$ cat src/design/fprt_params.svh
// Purpose: constants of the fan pwm ramp and tach monitor
// Assumes: 25 MHz core clock, apb index = byte address / 4
// Notes:   definitions only
`ifndef FPRT_PARAMS_SVH
`define FPRT_PARAMS_SVH
// register indices
`define FPRT_IDX_SEC      8'ha7
`define FPRT_IDX_TMODE    8'hab
`define FPRT_IDX_TEST     8'had
`define FPRT_IDX_TOPZ1    8'hae
`define FPRT_IDX_TOPZ3    8'haf
`define FPRT_IDX_TOPZ2    8'hb3
`define FPRT_IDX_TOPT     8'h90
`define FPRT_IDX_POPT     8'h94
`define FPRT_IDX_READ     8'h60
`define FPRT_IDX_LIMIT    8'h64
`define FPRT_IDX_DUTY     8'h68
`define FPRT_IDX_FSTAT    8'h6c
// reset values
`define FPRT_RST_SEC      8'h00
`define FPRT_RST_TMODE    8'h00
`define FPRT_TEST_VAL     8'h00
`define FPRT_RST_TOP      8'h2d
`define FPRT_RST_LIMIT    16'hffff
`define FPRT_RD_SLOW      16'hfffe
`define FPRT_RD_STOP      16'hffff
// field positions
`define FPRT_SEC_BATT     1
`define FPRT_SEC_STBY     0
`define FPRT_TO_SLOW      0
`define FPRT_TO_EDGE      1
`define FPRT_TO_MODE2     3
`define FPRT_TO_OPP       4
`define FPRT_TO_UPD       5
`define FPRT_TO_SEN       7
`define FPRT_PO_RR        0
`define FPRT_PO_GOFF      3
// timing
`define FPRT_CLK_HZ       25000000
`define FPRT_TACH_HZ      90000
`define FPRT_MS_PER_S     1000
`define FPRT_UPD0_MS      300
`define FPRT_UPD1_MS      500
`define FPRT_UPD2_MS      1000
`define FPRT_STEP0_MS     206
`define FPRT_STEP1_MS     104
`define FPRT_STEP2_MS     69
`define FPRT_STEP3_MS     41
`define FPRT_STEP4_MS     26
`define FPRT_STEP5_MS     18
`define FPRT_STEP6_MS     10
`define FPRT_STEP7_MS     5
`endif

$ cat src/design/fprt_pkg.sv
// Purpose: types of the fan pwm ramp and tach monitor
// Assumes: nothing
// Notes:   one-hot tach measurement states
package fprt_pkg;
  typedef enum logic [3:0] {
    FPRT_T_WAIT  = 4'b0001,
    FPRT_T_GUARD = 4'b0010,
    FPRT_T_MEAS  = 4'b0100,
    FPRT_T_DONE  = 4'b1000
  } fprt_tst_t;
  typedef logic [7:0]  fprt_byte_t;
  typedef logic [15:0] fprt_word_t;
endpackage

$ cat src/design/fprt_top.sv
// Purpose: pwm duty ramp limiter and tach monitor, apb registers
// Assumes: tach n is linked to pwm n; target duty from fan control
// Notes:   no interrupt output; status bits are sticky only
//
// Added by the designer: the APB interface to the registers.
`timescale 1ns/1ns
`include "fprt_params.svh"
module fprt_top #(
  parameter int MS_CYC    = `FPRT_CLK_HZ / `FPRT_MS_PER_S,
  parameter int PWM_DIV   = 4,
  parameter int GUARD_TKS = 8
) (
  // clock, reset
  input  wire logic              i_core_clk,
  input  wire logic              i_arst_n,
  // apb slave
  input  wire logic              i_psel,
  input  wire logic              i_penable,
  input  wire logic              i_pwrite,
  input  wire logic [11:0]       i_paddr,
  input  wire logic [31:0]       i_pwdata,
  output logic      [31:0]       o_prdata,
  output logic                   o_pready,
  output logic                   o_pslverr,
  // fan control and pins
  input  wire fprt_pkg::fprt_byte_t i_target_duty [3],
  input  wire logic [2:0]        i_tach,
  output logic      [2:0]        o_pwm,
  // supply events
  input  wire logic              i_supply_power_good,
  input  wire logic              i_batt_event,
  input  wire logic              i_standby_supply_event
);
  import fprt_pkg::*;

  localparam int TACH_CYC = `FPRT_CLK_HZ / `FPRT_TACH_HZ;

  // counters are 16, 8 and 8 bits wide
  if (MS_CYC < 1 || PWM_DIV < 1 || GUARD_TKS < 1 ||
      MS_CYC > 65536 || PWM_DIV > 256 || GUARD_TKS > 256) begin : g_chk
    $error("fprt_top: counts out of range");
  end

  function automatic logic [7:0] step_ms(input logic [2:0] rr);
    unique case (rr)
      3'd0: step_ms = 8'(`FPRT_STEP0_MS);
      3'd1: step_ms = 8'(`FPRT_STEP1_MS);
      3'd2: step_ms = 8'(`FPRT_STEP2_MS);
      3'd3: step_ms = 8'(`FPRT_STEP3_MS);
      3'd4: step_ms = 8'(`FPRT_STEP4_MS);
      3'd5: step_ms = 8'(`FPRT_STEP5_MS);
      3'd6: step_ms = 8'(`FPRT_STEP6_MS);
      3'd7: step_ms = 8'(`FPRT_STEP7_MS);
    endcase
  endfunction

  function automatic logic [9:0] upd_ms(input logic [1:0] s);
    unique case (s)
      2'd0:    upd_ms = 10'(`FPRT_UPD0_MS);
      2'd1:    upd_ms = 10'(`FPRT_UPD1_MS);
      default: upd_ms = 10'(`FPRT_UPD2_MS);
    endcase
  endfunction

  function automatic logic [3:0] span(input logic [1:0] s);
    unique case (s)
      2'd0: span = 4'd2;
      2'd1: span = 4'd3;
      2'd2: span = 4'd5;
      2'd3: span = 4'd9;
    endcase
  endfunction

  ////////////////////////////////////////////////////////////////////
  // registers
  logic [7:0]  sec_stat;
  logic [7:0]  tmode;
  logic [7:0]  top [3];
  logic [7:0]  topt [3];
  logic [7:0]  popt [3];
  logic [15:0] limit [3];
  logic [15:0] reading [3];
  logic [2:0]  fstat;
  logic [7:0]  ramp [3];
  logic [7:0]  tgt_q [3];

  ////////////////////////////////////////////////////////////////////
  // pin synchronisers
  logic [2:0] tach_s1;
  logic [2:0] tach_s2;
  logic [2:0] tach_s3;
  logic [2:0] tach_q;
  logic [2:0] pg_s;
  logic       pg_q;
  logic [2:0] bat_s;
  logic [2:0] stb_s;
  logic       bat_lv;
  logic       stb_lv;
  logic [2:0] tach_edge;
  logic       pg_rise;

  always_ff @(posedge i_core_clk or negedge i_arst_n) begin
    if (!i_arst_n) begin
      tach_s1 <= '0;
      tach_s2 <= '0;
      tach_s3 <= '0;
      tach_q  <= '0;
      pg_s    <= '0;
      pg_q    <= 1'b0;
      bat_s   <= '0;
      stb_s   <= '0;
      bat_lv  <= 1'b0;
      stb_lv  <= 1'b0;
    end else begin
      tach_s1 <= i_tach;
      tach_s2 <= tach_s1;
      tach_s3 <= tach_s2;
      pg_s    <= {pg_s[1:0], i_supply_power_good};
      bat_s   <= {bat_s[1:0], i_batt_event};
      stb_s   <= {stb_s[1:0], i_standby_supply_event};
      for (int i = 0; i < 3; i++) begin
        if (tach_s2[i] == tach_s3[i]) begin
          tach_q[i] <= tach_s3[i];
        end
      end
      if (pg_s[1] == pg_s[2]) begin
        pg_q <= pg_s[2];
      end
      if (bat_s[1] == bat_s[2]) begin
        bat_lv <= bat_s[2];
      end
      if (stb_s[1] == stb_s[2]) begin
        stb_lv <= stb_s[2];
      end
    end
  end

  // tach: both transitions are edges; power good: rising edge only
  always_comb begin
    for (int i = 0; i < 3; i++) begin
      tach_edge[i] = (tach_s2[i] == tach_s3[i]) &&
                     (tach_s3[i] != tach_q[i]);
    end
    pg_rise = (pg_s[1] == pg_s[2]) && pg_s[2] && !pg_q;
  end

  ////////////////////////////////////////////////////////////////////
  // prescalers: 1 ms, 90 khz, pwm count
  logic [15:0] ms_cnt;
  logic [8:0]  tk_cnt;
  logic [7:0]  pd_cnt;
  logic [7:0]  pwm_cnt;
  logic        ms_tick;
  logic        tk_tick;
  logic        pwm_tick;
  logic        per_start;

  assign ms_tick   = ms_cnt == 16'(MS_CYC - 1);
  assign tk_tick   = tk_cnt == 9'(TACH_CYC - 1);
  assign pwm_tick  = pd_cnt == 8'(PWM_DIV - 1);
  assign per_start = pwm_tick && pwm_cnt == 8'd254;

  always_ff @(posedge i_core_clk or negedge i_arst_n) begin
    if (!i_arst_n) begin
      ms_cnt  <= '0;
      tk_cnt  <= '0;
      pd_cnt  <= '0;
      pwm_cnt <= '0;
    end else begin
      ms_cnt <= ms_tick ? '0 : ms_cnt + 16'd1;
      tk_cnt <= tk_tick ? '0 : tk_cnt + 9'd1;
      pd_cnt <= pwm_tick ? '0 : pd_cnt + 8'd1;
      if (pwm_tick) begin
        pwm_cnt <= (pwm_cnt == 8'd254) ? '0 : pwm_cnt + 8'd1;
      end
    end
  end

  ////////////////////////////////////////////////////////////////////
  // ramp limiter and pwm outputs
  logic [7:0] st_ms [3];
  logic [7:0] pend [3];
  logic [7:0] duty_o [3];

  always_ff @(posedge i_core_clk or negedge i_arst_n) begin
    if (!i_arst_n) begin
      for (int i = 0; i < 3; i++) begin
        st_ms[i]  <= '0;
        pend[i]   <= '0;
        ramp[i]   <= '0;
        tgt_q[i]  <= '0;
        duty_o[i] <= '0;
      end
      o_pwm <= '0;
    end else begin
      for (int i = 0; i < 3; i++) begin
        tgt_q[i] <= i_target_duty[i];
        if (ms_tick) begin
          if (st_ms[i] >= step_ms(popt[i][`FPRT_PO_RR+:3]) - 8'd1)
          begin
            st_ms[i] <= '0;
            if (pend[i] != 8'hff) begin
              pend[i] <= pend[i] + 8'd1;
            end
          end else begin
            st_ms[i] <= st_ms[i] + 8'd1;
          end
        end
        if (tgt_q[i] == '0 && i_target_duty[i] != '0) begin
          ramp[i] <= i_target_duty[i];
          pend[i] <= '0;
        end else if (i_target_duty[i] == '0 &&
                     !popt[i][`FPRT_PO_GOFF]) begin
          ramp[i] <= '0;
        end else if (per_start && pend[i] != '0) begin
          // whole steps elapsed, clipped at target
          pend[i] <= '0;
          if (ramp[i] < i_target_duty[i]) begin
            ramp[i] <= (i_target_duty[i] - ramp[i] > pend[i]) ?
                       ramp[i] + pend[i] : i_target_duty[i];
          end else if (ramp[i] > i_target_duty[i]) begin
            ramp[i] <= (ramp[i] - i_target_duty[i] > pend[i]) ?
                       ramp[i] - pend[i] : i_target_duty[i];
          end
        end
        if (per_start) begin
          duty_o[i] <= ramp[i];
        end
        o_pwm[i] <= duty_o[i] > pwm_cnt;
      end
    end
  end

  ////////////////////////////////////////////////////////////////////
  // tach monitors
  fprt_tst_t   tst [3];
  logic [3:0]  ecnt [3];
  logic [15:0] tcnt [3];
  logic [15:0] hold [3];
  logic [7:0]  gcnt [3];
  logic [9:0]  ucnt [3];
  logic [2:0]  valid;
  logic [2:0]  seen;
  logic [2:0]  pwm_q;

  always_ff @(posedge i_core_clk or negedge i_arst_n) begin
    if (!i_arst_n) begin
      for (int i = 0; i < 3; i++) begin
        tst[i]     <= FPRT_T_WAIT;
        ecnt[i]    <= '0;
        tcnt[i]    <= '0;
        hold[i]    <= '0;
        gcnt[i]    <= '0;
        ucnt[i]    <= '0;
        reading[i] <= '0;
      end
      valid <= '0;
      seen  <= '0;
      pwm_q <= '0;
    end else begin
      pwm_q <= o_pwm;
      for (int i = 0; i < 3; i++) begin
        logic m2;
        logic win;
        logic [1:0] md;
        m2  = topt[i][`FPRT_TO_MODE2];
        win = !m2 || o_pwm[i];
        md  = tmode[7-2*i -: 2];
        if (ms_tick) begin
          ucnt[i] <= ucnt[i] + 10'd1;
        end
        unique case (tst[i])
          FPRT_T_WAIT: begin
            ecnt[i] <= '0;
            tcnt[i] <= '0;
            gcnt[i] <= '0;
            if (!m2) begin
              tst[i] <= FPRT_T_MEAS;
            end else if (o_pwm[i] && !pwm_q[i]) begin
              tst[i] <= FPRT_T_GUARD;
            end
          end
          FPRT_T_GUARD: begin
            if (!win) begin
              tst[i] <= FPRT_T_WAIT;
            end else if (tk_tick) begin
              gcnt[i] <= gcnt[i] + 8'd1;
              if (gcnt[i] == 8'(GUARD_TKS - 1)) begin
                tst[i] <= FPRT_T_MEAS;
              end
            end
          end
          FPRT_T_MEAS: begin
            if (!win) begin
              tst[i] <= FPRT_T_WAIT;
            end else begin
              if (tk_tick && ecnt[i] >= 4'd2 && tcnt[i] != 16'hffff)
              begin
                tcnt[i] <= tcnt[i] + 16'd1;
              end
              if (tach_edge[i]) begin
                seen[i] <= 1'b1;
                ecnt[i] <= ecnt[i] + 4'd1;
                // first edge is skipped; the second edge opens the span
                if (ecnt[i] == span(topt[i][`FPRT_TO_EDGE+:2])) begin
                  if (topt[i][`FPRT_TO_OPP]) begin
                    reading[i] <= tcnt[i];
                    ucnt[i]    <= '0;
                    seen[i]    <= 1'b0;
                    tst[i]     <= FPRT_T_WAIT;
                  end else begin
                    hold[i]  <= tcnt[i];
                    valid[i] <= 1'b1;
                    tst[i]   <= FPRT_T_DONE;
                  end
                end
              end
            end
          end
          FPRT_T_DONE: begin
            ecnt[i] <= '0;
          end
        endcase
        if (ms_tick && ucnt[i] >= upd_ms(topt[i][`FPRT_TO_UPD+:2]) - 10'd1)
        begin
          ucnt[i]  <= '0;
          valid[i] <= 1'b0;
          seen[i]  <= 1'b0;
          tst[i]   <= FPRT_T_WAIT;
          if (md == 2'b01 || md == 2'b10) begin
            reading[i] <= (tach_q[i] == md[0]) ?
                          `FPRT_RD_STOP : '0;
          end else if (valid[i]) begin
            reading[i] <= hold[i];
          end else begin
            // slow versus stopped
            reading[i] <= (seen[i] && topt[i][`FPRT_TO_SLOW]) ?
                          `FPRT_RD_SLOW : `FPRT_RD_STOP;
          end
        end
      end
    end
  end

  ////////////////////////////////////////////////////////////////////
  // apb slave
  logic       acc;
  logic       wr;
  logic [7:0] idx;
  logic       hit;
  logic [7:0] wb;
  logic [31:0] rd;

  assign acc = i_psel && i_penable && !o_pready;
  assign wr  = i_psel && i_penable && o_pready && i_pwrite;
  assign idx = i_paddr[9:2];
  assign wb  = i_pwdata[7:0];

  always_comb begin
    rd  = '0;
    hit = (i_paddr[1:0] == 2'b00) && (i_paddr[11:10] == 2'b00);
    unique case (idx)
      `FPRT_IDX_SEC:   rd[7:0] = sec_stat;
      `FPRT_IDX_TMODE: rd[7:0] = {tmode[7:2], 2'b00};
      `FPRT_IDX_TEST:  rd[7:0] = `FPRT_TEST_VAL;
      `FPRT_IDX_TOPZ1: rd[7:0] = top[0];
      `FPRT_IDX_TOPZ2: rd[7:0] = top[1];
      `FPRT_IDX_TOPZ3: rd[7:0] = top[2];
      `FPRT_IDX_FSTAT: rd[2:0] = fstat;
      default: begin
        hit = 1'b0;
        for (int i = 0; i < 3; i++) begin
          if (idx == `FPRT_IDX_TOPT + 8'(i)) begin
            rd[7:0] = topt[i];
            hit = i_paddr[1:0] == 2'b00;
          end
          if (idx == `FPRT_IDX_POPT + 8'(i)) begin
            rd[7:0] = popt[i];
            hit = i_paddr[1:0] == 2'b00;
          end
          if (idx == `FPRT_IDX_READ + 8'(i)) begin
            rd[15:0] = reading[i];
            hit = i_paddr[1:0] == 2'b00;
          end
          if (idx == `FPRT_IDX_LIMIT + 8'(i)) begin
            rd[15:0] = limit[i];
            hit = i_paddr[1:0] == 2'b00;
          end
          if (idx == `FPRT_IDX_DUTY + 8'(i)) begin
            rd[7:0] = ramp[i];
            hit = i_paddr[1:0] == 2'b00;
          end
        end
        if (i_paddr[11:10] != 2'b00) begin
          hit = 1'b0;
          rd  = '0;
        end
      end
    endcase
  end

  always_ff @(posedge i_core_clk or negedge i_arst_n) begin
    if (!i_arst_n) begin
      o_pready  <= 1'b0;
      o_prdata  <= '0;
      o_pslverr <= 1'b0;
    end else begin
      o_pready  <= acc;
      o_pslverr <= acc && !hit;
      o_prdata  <= (acc && !i_pwrite && hit) ? rd : '0;
    end
  end

  // configuration registers; test register takes no write
  always_ff @(posedge i_core_clk or negedge i_arst_n) begin
    if (!i_arst_n) begin
      tmode <= `FPRT_RST_TMODE;
      for (int i = 0; i < 3; i++) begin
        top[i]   <= `FPRT_RST_TOP;
        topt[i]  <= '0;
        popt[i]  <= '0;
        limit[i] <= `FPRT_RST_LIMIT;
      end
    end else begin
      if (wr && idx == `FPRT_IDX_TMODE) begin
        tmode <= {wb[7:2], 2'b00};
      end
      if (wr && idx == `FPRT_IDX_TOPZ1) top[0] <= wb;
      if (wr && idx == `FPRT_IDX_TOPZ2) top[1] <= wb;
      if (wr && idx == `FPRT_IDX_TOPZ3) top[2] <= wb;
      for (int i = 0; i < 3; i++) begin
        if (wr && idx == `FPRT_IDX_TOPT + 8'(i)) topt[i] <= wb;
        if (wr && idx == `FPRT_IDX_POPT + 8'(i)) popt[i] <= wb;
        if (wr && idx == `FPRT_IDX_LIMIT + 8'(i)) begin
          limit[i] <= i_pwdata[15:0];
        end
        if (pg_rise) top[i] <= `FPRT_RST_TOP;
      end
    end
  end

  // sticky status; set wins over a written clear, power-good rise clears sec_stat; no interrupt pin
  always_ff @(posedge i_core_clk or negedge i_arst_n) begin
    if (!i_arst_n) begin
      sec_stat <= `FPRT_RST_SEC;
      fstat    <= '0;
    end else begin
      for (int i = 0; i < 3; i++) begin
        if (wr && idx == `FPRT_IDX_FSTAT && wb[i]) begin
          fstat[i] <= 1'b0;
        end
        if (topt[i][`FPRT_TO_SEN] && reading[i] > limit[i]) begin
          fstat[i] <= 1'b1;
        end
      end
      if (wr && idx == `FPRT_IDX_SEC) begin
        // clear only once the cause has gone
        if (wb[`FPRT_SEC_BATT] && !bat_lv) begin
          sec_stat[`FPRT_SEC_BATT] <= 1'b0;
        end
        if (wb[`FPRT_SEC_STBY] && !stb_lv) begin
          sec_stat[`FPRT_SEC_STBY] <= 1'b0;
        end
      end
      if (bat_lv) sec_stat[`FPRT_SEC_BATT] <= 1'b1;
      if (stb_lv) sec_stat[`FPRT_SEC_STBY] <= 1'b1;
      if (pg_rise) sec_stat <= `FPRT_RST_SEC;
    end
  end

endmodule

$ cat config.mk
export PLATFORM = sky130hd
export DESIGN_NAME = fprt_top
export DESIGN_NICKNAME = d
export VERILOG_FILES = /design/src/design/fprt_pkg.sv /design/src/design/fprt_top.sv
export VERILOG_INCLUDE_DIRS = /design/src /design/src/design
export SDC_FILE = /design/constraint.sdc
export NUM_CORES = 2
export LEC_CHECK = 0
export ABC_AREA = 1
export BUFFER_PORTS_ARGS = -buffer_cell sky130_fd_sc_hd__buf_2
export CORE_MARGIN = 4
export CORE_UTILIZATION = 38
export DETAILED_ROUTE_END_ITERATION = 10
export GPL_TIMING_DRIVEN = 0
export SLEW_MARGIN = 10
export SYNTH_ARGS = -nofsm -noshare
export SYNTH_HDL_FRONTEND = slang
export SYNTH_SLANG_ARGS = --single-unit
$ cat constraint.sdc
create_clock -name i_core_clk -period 3.4 [get_ports i_core_clk]
set_input_delay 0.17 -clock i_core_clk [delete_from_list [all_inputs] [get_ports i_core_clk]]
set_output_delay 0.17 -clock i_core_clk [all_outputs]
set_load 0.005 [all_outputs]
# ---- After elaboration in Yosys (flattened, before gate mapping)
# Memory sizes are Yosys's and may differ from the RTL's.
# Index checks and enable logic that the tools add are counted.
dict set report word_totals {
  wordCells 714
  out_inout_bits 37
  mem_count 3
  mem_bits_ro 192
  in_bits 79
  regBits 584
}
dict set report op_classes {
  n_reduce_logical 180
  n_bitwise 3
  mux 267
  n_eq_ne 113
  addsub 40
  order_cmp 27
}
# memory depth width read_ports rd_clocked_by_memory_dff wr line
set mem_list {}
lappend mem_list {{(no name shown)} 8 8 1 0 0 fprt_top.sv:45} ;# unique case (rr)
lappend mem_list {{(no name shown)} 8 8 1 0 0 fprt_top.sv:45}
lappend mem_list {{(no name shown)} 8 8 1 0 0 fprt_top.sv:45}
# cell n
set ops {}
lappend ops {{$mux W16} 42}
lappend ops {{$mux W8} 68}
lappend ops {{$mux W10} 21}
lappend ops {{$mux W4} 45}
lappend ops {{$eq A8 B8 Y1 const B} 13}
lappend ops {{$gt A8 B8 Y1} 12}
lappend ops {{$pmux W16 S2} 3}
lappend ops {{$add A8 B1 Y8 const B} 11}
lappend ops {{$eq A8 B7 Y1 const B} 10}
lappend ops {{$sub A8 B8 Y8} 9}
lappend ops {{$mux W1} 66}
lappend ops {{$add A16 B1 Y16 const B} 4}
lappend ops {{$reduce_bool A2 Y1} 31}
lappend ops {{$logic_and A1 B1 Y1} 61}
lappend ops {{$ne A4 B4 Y1 const B} 15}
lappend ops {{$pmux W10 S2} 3}
lappend ops {{$gt A16 B16 Y1} 3}
lappend ops {{$logic_not A8 Y1} 6}
lappend ops {{$ne A16 B16 Y1 const B} 3}
lappend ops {{$pmux W4 S4} 3}
lappend ops {{$pmux W8 S2} 3}
lappend ops {{$reduce_bool A8 Y1} 6}
lappend ops {{$reduce_and A5 Y1} 9}
lappend ops {{$pmux W4 S3} 3}
lappend ops {{45 further kinds} 180}

# ---- Logic depth before layout (Yosys ltp)
dict set report depth {
  depth_word 20
  depth_mapped 22
  ltp_nobuf 21
}

# ---- Least setup slack after synthesis
# No wires, ideal clock.
dict set report synth_path {
  path_type {register to register}
  start {reg ramp[17] in the netlist's numbering}
  end {reg ramp[16] in the netlist's numbering}
  path_stages_with_launch 19
  setup_time_ns 0.087
  period_less_slack_ns 3.239
  slack_ns 0.161
  n_path_buf 1
  t_required_ns 3.313
  arrival_ns 3.151
  cell_sequence {dfrtp_1 inv_1 fa_1 a221o_1 a21oi_1 nor2_1 nor2_1 xor2_1 inv_1 ha_1 nand2_1 nor2_1 nand4_1 nand2_1 clkbuf_1 nand2_1 o211ai_1 nand3_1 a22oi_1}
}
dict set report synth_via {
  elab_chain_len 8
  word_cells_on_any_way 15
  cone_classes {add/sub (2); order compare (4); mux (7); reduce/logical (2)}
}
# element line
set synth_rtl {}
lappend synth_rtl {{start: declaration} fprt_top.sv:84} ;# logic [7:0] ramp [3];
lappend synth_rtl {{start signal: indexed assignment} fprt_top.sv:210} ;# ramp[i] <= i_target_duty[i];
lappend synth_rtl {{start signal: indexed assignment} fprt_top.sv:219} ;# ramp[i] <= (i_target_duty[i] - ramp[i] > pend[i]) ?
lappend synth_rtl {{start signal: indexed assignment} fprt_top.sv:222} ;# ramp[i] <= (ramp[i] - i_target_duty[i] > pend[i]) ?
lappend synth_rtl {{$sub A8 B8 Y8} fprt_top.sv:222}
lappend synth_rtl {{$gt A8 B8 Y1} fprt_top.sv:222}
lappend synth_rtl {{$mux W8} fprt_top.sv:222}
lappend synth_rtl {{$mux W8} fprt_top.sv:221} ;# end else if (ramp[i] > i_target_duty[i]) begin
lappend synth_rtl {{$mux W8} fprt_top.sv:218} ;# if (ramp[i] < i_target_duty[i]) begin
lappend synth_rtl {{$mux W8} fprt_top.sv:215} ;# end else if (per_start && pend[i] != '0) begin
lappend synth_rtl {{$mux W8} fprt_top.sv:212} ;# end else if (i_target_duty[i] == '0 &&
lappend synth_rtl {{$mux W8} fprt_top.sv:209} ;# if (tgt_q[i] == '0 && i_target_duty[i] != '0) begin
# Several ways; a longest one is shown, not always the timed one. The select of a mux whose other input is x is not followed.
# A chain may end at the register's enable or synchronous reset.

# ---- Worst setup path in the final report
dict set report layout_path {
  start {reg ramp[16] in the netlist's numbering}
  end {reg ramp[18] in the netlist's numbering}
}
# The elaborated chain is that of the path after synthesis.

==> impl_metrics.env <==
export IMPL_grt_usage_pct=21.1
export IMPL_start_util_pct=38.3
export IMPL_gp_congestion=0.941
export IMPL_routed_wl_um=104000
export IMPL_netlist_top_cells_area="dfrtp_1, ha_1, nand2_1, o21ai_0, inv_1"
export IMPL_netlist_area_um2=35100
export IMPL_fin_crit_ns=3.31
export IMPL_gr_usage_met2_pct=34.8
export IMPL_tightest_slew_ns=1.02
export IMPL_dieArea_um2=97400
export IMPL_skew_ns=0.0211
export IMPL_synth_top_cell_area_share_pct=36.0
export IMPL_synth_edf_count=0
export IMPL_cts_buffers_inserted=70
export IMPL_cts_max_path_buffers=3
export IMPL_rsz0062_at_grt="yes"
export IMPL_multi_input_area_um2=18300
export IMPL_antenna_found_initial=4
export IMPL_crit_required_ns=3.93
export IMPL_whs_path_depth=5
export IMPL_status="complete, no violations"
export IMPL_drc=0
export IMPL_cts_sinks=568
export IMPL_antenna_left=0
export IMPL_path_class="reg -> reg"
export IMPL_nets=5057
export IMPL_leakage_nw=19.0
export IMPL_die_h_um=312
export IMPL_grt_pass1_wl_um=166000
export IMPL_cts_tree="built"
export IMPL_worstSkewPairLatency_ns=0.62
export IMPL_grt_max_degree=105
export IMPL_cts_root_buf="clkbuf_16"
export IMPL_ys_ff_latch=568
export IMPL_drtPass1Iterations=7
export IMPL_drive_above_1_share_pct=9.84
export IMPL_grt_pass1_vias=29700
export IMPL_core_area_um2=91700
export IMPL_dr_total_vias=31000
export IMPL_cp_end_kind="register"
export IMPL_cap_violations=0
export IMPL_fmax_mhz=302
export IMPL_cp_arrival_ns=3.84
export IMPL_num_rows=111
export IMPL_final_setup_viol_count=0
export IMPL_ys_async_sr_fraction_pct=100
export IMPL_placed_area_um2=37300
export IMPL_placed_cells=5720
export IMPL_port_buffers=83
export IMPL_viasPerCell=5.24
export IMPL_die_w_um=312
export IMPL_gr_usage_met1_pct=29.0
export IMPL_ys_warn_count=0
export IMPL_cellPowerDensity_nw_per_um2=499
export IMPL_hold_path_class="in -> reg"
export IMPL_drv_slew=0
export IMPL_r2r_cells=19
export IMPL_dp_hpwl_um=79400
export IMPL_ys_seq_area_share_pct=40.7
export IMPL_area_growth_pct=15.8
export IMPL_met3_usage_pct=2.42
export IMPL_yosysUniqueCellTypes=71
export IMPL_post_route_period_util_pct=97.2
export IMPL_relSlewSlack_pct=32.3
export IMPL_crit_fanout=5
export IMPL_htreeDepth=3
export IMPL_top_usage_layer="met2"
export IMPL_vdd_drop_max_mv=0.391
export IMPL_drt_iter0_drc=2474
export IMPL_clk_pin_slew_ns=0.06
export IMPL_startpoint_type="register"
export IMPL_power_mw=20.3
export IMPL_avgSynthCellArea_um2=7.94
export IMPL_fin_area_um2=40700
export IMPL_stdcell_count=5923
export IMPL_hold_viol_final=0
export IMPL_ioPinCount=116
export IMPL_wl_per_cell_um=17.6
export IMPL_grt_overflow=0
export IMPL_nFillCells=9119
export IMPL_synthFlopType="dfrtp_1"
export IMPL_synth_top_area_cell="dfrtp_1"
export IMPL_syn_instance_count=4427
export IMPL_ff_latch_area_um2=14300
-- cells by family (layout without fill, tap and decap cells) --
family	Yosys count	count (layout)	share of synthesized area [%]
and+or+nand+nor	1647	1647	20.1
AOI/OAI and AO/OA	1058	1058	17.1
buffers and inverters	725	1016	8.02
DFF	568	568	40.7
adders and majority gates	297	297	10.8
xor gates and xnor gates	131	131	3.26
other	1	20	0.0107
-- where the power goes --
part | switching, mW | internal, mW
registers | 0.271 | 7.03
logic | 3.22 | 2.09
clock network | 3.01 | 4.69
total | 6.50 | 13.8
-- state kept, by name, indices dropped and copies added, names as in the netlist, 30 cells and up --
name     flops
hold        48
limit       48
reading     48
tcnt        48
ucnt        30
-- critical path, cell delays in order (launching register included) --
cell and delay (ns):
dfrtp_2 0.41, ha_4 0.15, inv_2 0.03, fa_2 0.34, a221o_1 0.38, a21oi_2 0.13, nor2_1 0.04, nor2_1 0.10
xor2_1 0.18, inv_1 0.06, ha_1 0.28, nand2_2 0.07, nor2_4 0.09, nand2_1 0.07, o211ai_1 0.10, nand2_2 0.16
buf_8 0.17, o211ai_1 0.19, nand3_1 0.13, a22oi_2 0.14
-- placed cells by master, fill, tap and decap left out, drive strengths merged, types with 6 or more instances in the layout --
master,instances
o211ai,51
and3,8
a221oi,10
dlygate4sd3,56
nand2,868
o31ai,23
a22oi,27
bufinv,6
clkinv,19
dfstp,63
o221ai,7
conb,19
o21a,14
clkbuf,185
nor3,105
nand4,66
inv,577
o21bai,8
a211oi,14
a22o,6
o2111ai,6
xnor2,23
a31oi,17
o21ai,507
a21oi,311
ha,283
nor4,24
fa,12
dfrtp,505
o22ai,22
nand3,254
buf,169
nor2,301
nor3b,8
xor2,108
-- through the flow --
stage          setup WS [ns]   TNS, ns  hold slack, ns  utilization [%]
6_report              0.0936         0          0.0569             44.4
5_1_grt               -0.139     -1.03          0.0975             44.4
4_1_cts              0.00312         0          0.0106             44.1
3_5_place_dp          -0.804    -13.20           0.156             40.7
3_3_place_gp           -9.98  -5386.67           0.280             40.5
2_1_floorplan          0.161         0          -0.126                -
-- path summary, 6_finish.rpt --
check	start	end	slack, ns
max	ramp[16]	ramp[18]	0.09
min	i_pwdata[6]	top[14]	0.06
max reg2reg	ramp[16]	ramp[18]	0.09
min reg2reg	stb_s[0]	stb_s[1]	0.35
max in group asynchronous	i_arst_n	tach_s3[1]	1.85
min in group asynchronous	i_arst_n	stb_s[0]	0.08
-- layout make-up --
cell class,count,area share [%]
Multi-Input combinational cell,3152,45.0
Sequential cell,568,35.2
Inverter,584,5.41
Clock buffer,103,5.09
Tap cell,1186,3.65
Timing Repair Buffer,176,3.45
Buffer,131,1.52
Clock inverter,22,0.741
Antenna cell,1,0.00615
-- cell usage after synthesis, types with 8 or more instances --
library cell / instances
a211oi_1: 14
a21oi_1: 308
a221oi_1: 10
a22oi_1: 27
a31oi_1: 17
and3_1: 8
buf_2: 27
buf_4: 16
clkbuf_1: 92
clkinv_1: 8
dfrtp_1: 505
dfstp_2: 63
fa_1: 12
ha_1: 283
inv_1: 562
inv_2: 14
nand2_1: 864
nand3_1: 253
nand4_1: 64
nor2_1: 294
nor3_1: 97
nor3b_1: 8
nor4_1: 22
o211ai_1: 51
o21a_1: 14
o21ai_0: 498
o21bai_1: 8
o22ai_1: 22
o31ai_1: 21
xnor2_1: 23
xor2_1: 108
-- routing by layer --
| layer | share of wire [%] | vias to the layer above |
|---|---|---|
| li1 | - | 15400 |
| met5 | 0 | - |
| met1 | 46 | 14700 |
| met4 | 3.0 | 0 |
| met3 | 4.7 | 151 |
| met2 | 46 | 752 |
-- repair_timing --
item	4_1_cts	5_1_grt
gates resized for setup	43	85
hold endpoints to repair	238	0
setup endpoints to repair	33	44
setup buffers	14	16
hold buffers	56	0
pin swaps	3	24
gates cloned	0	1
(Power assumes the default switching activity.)
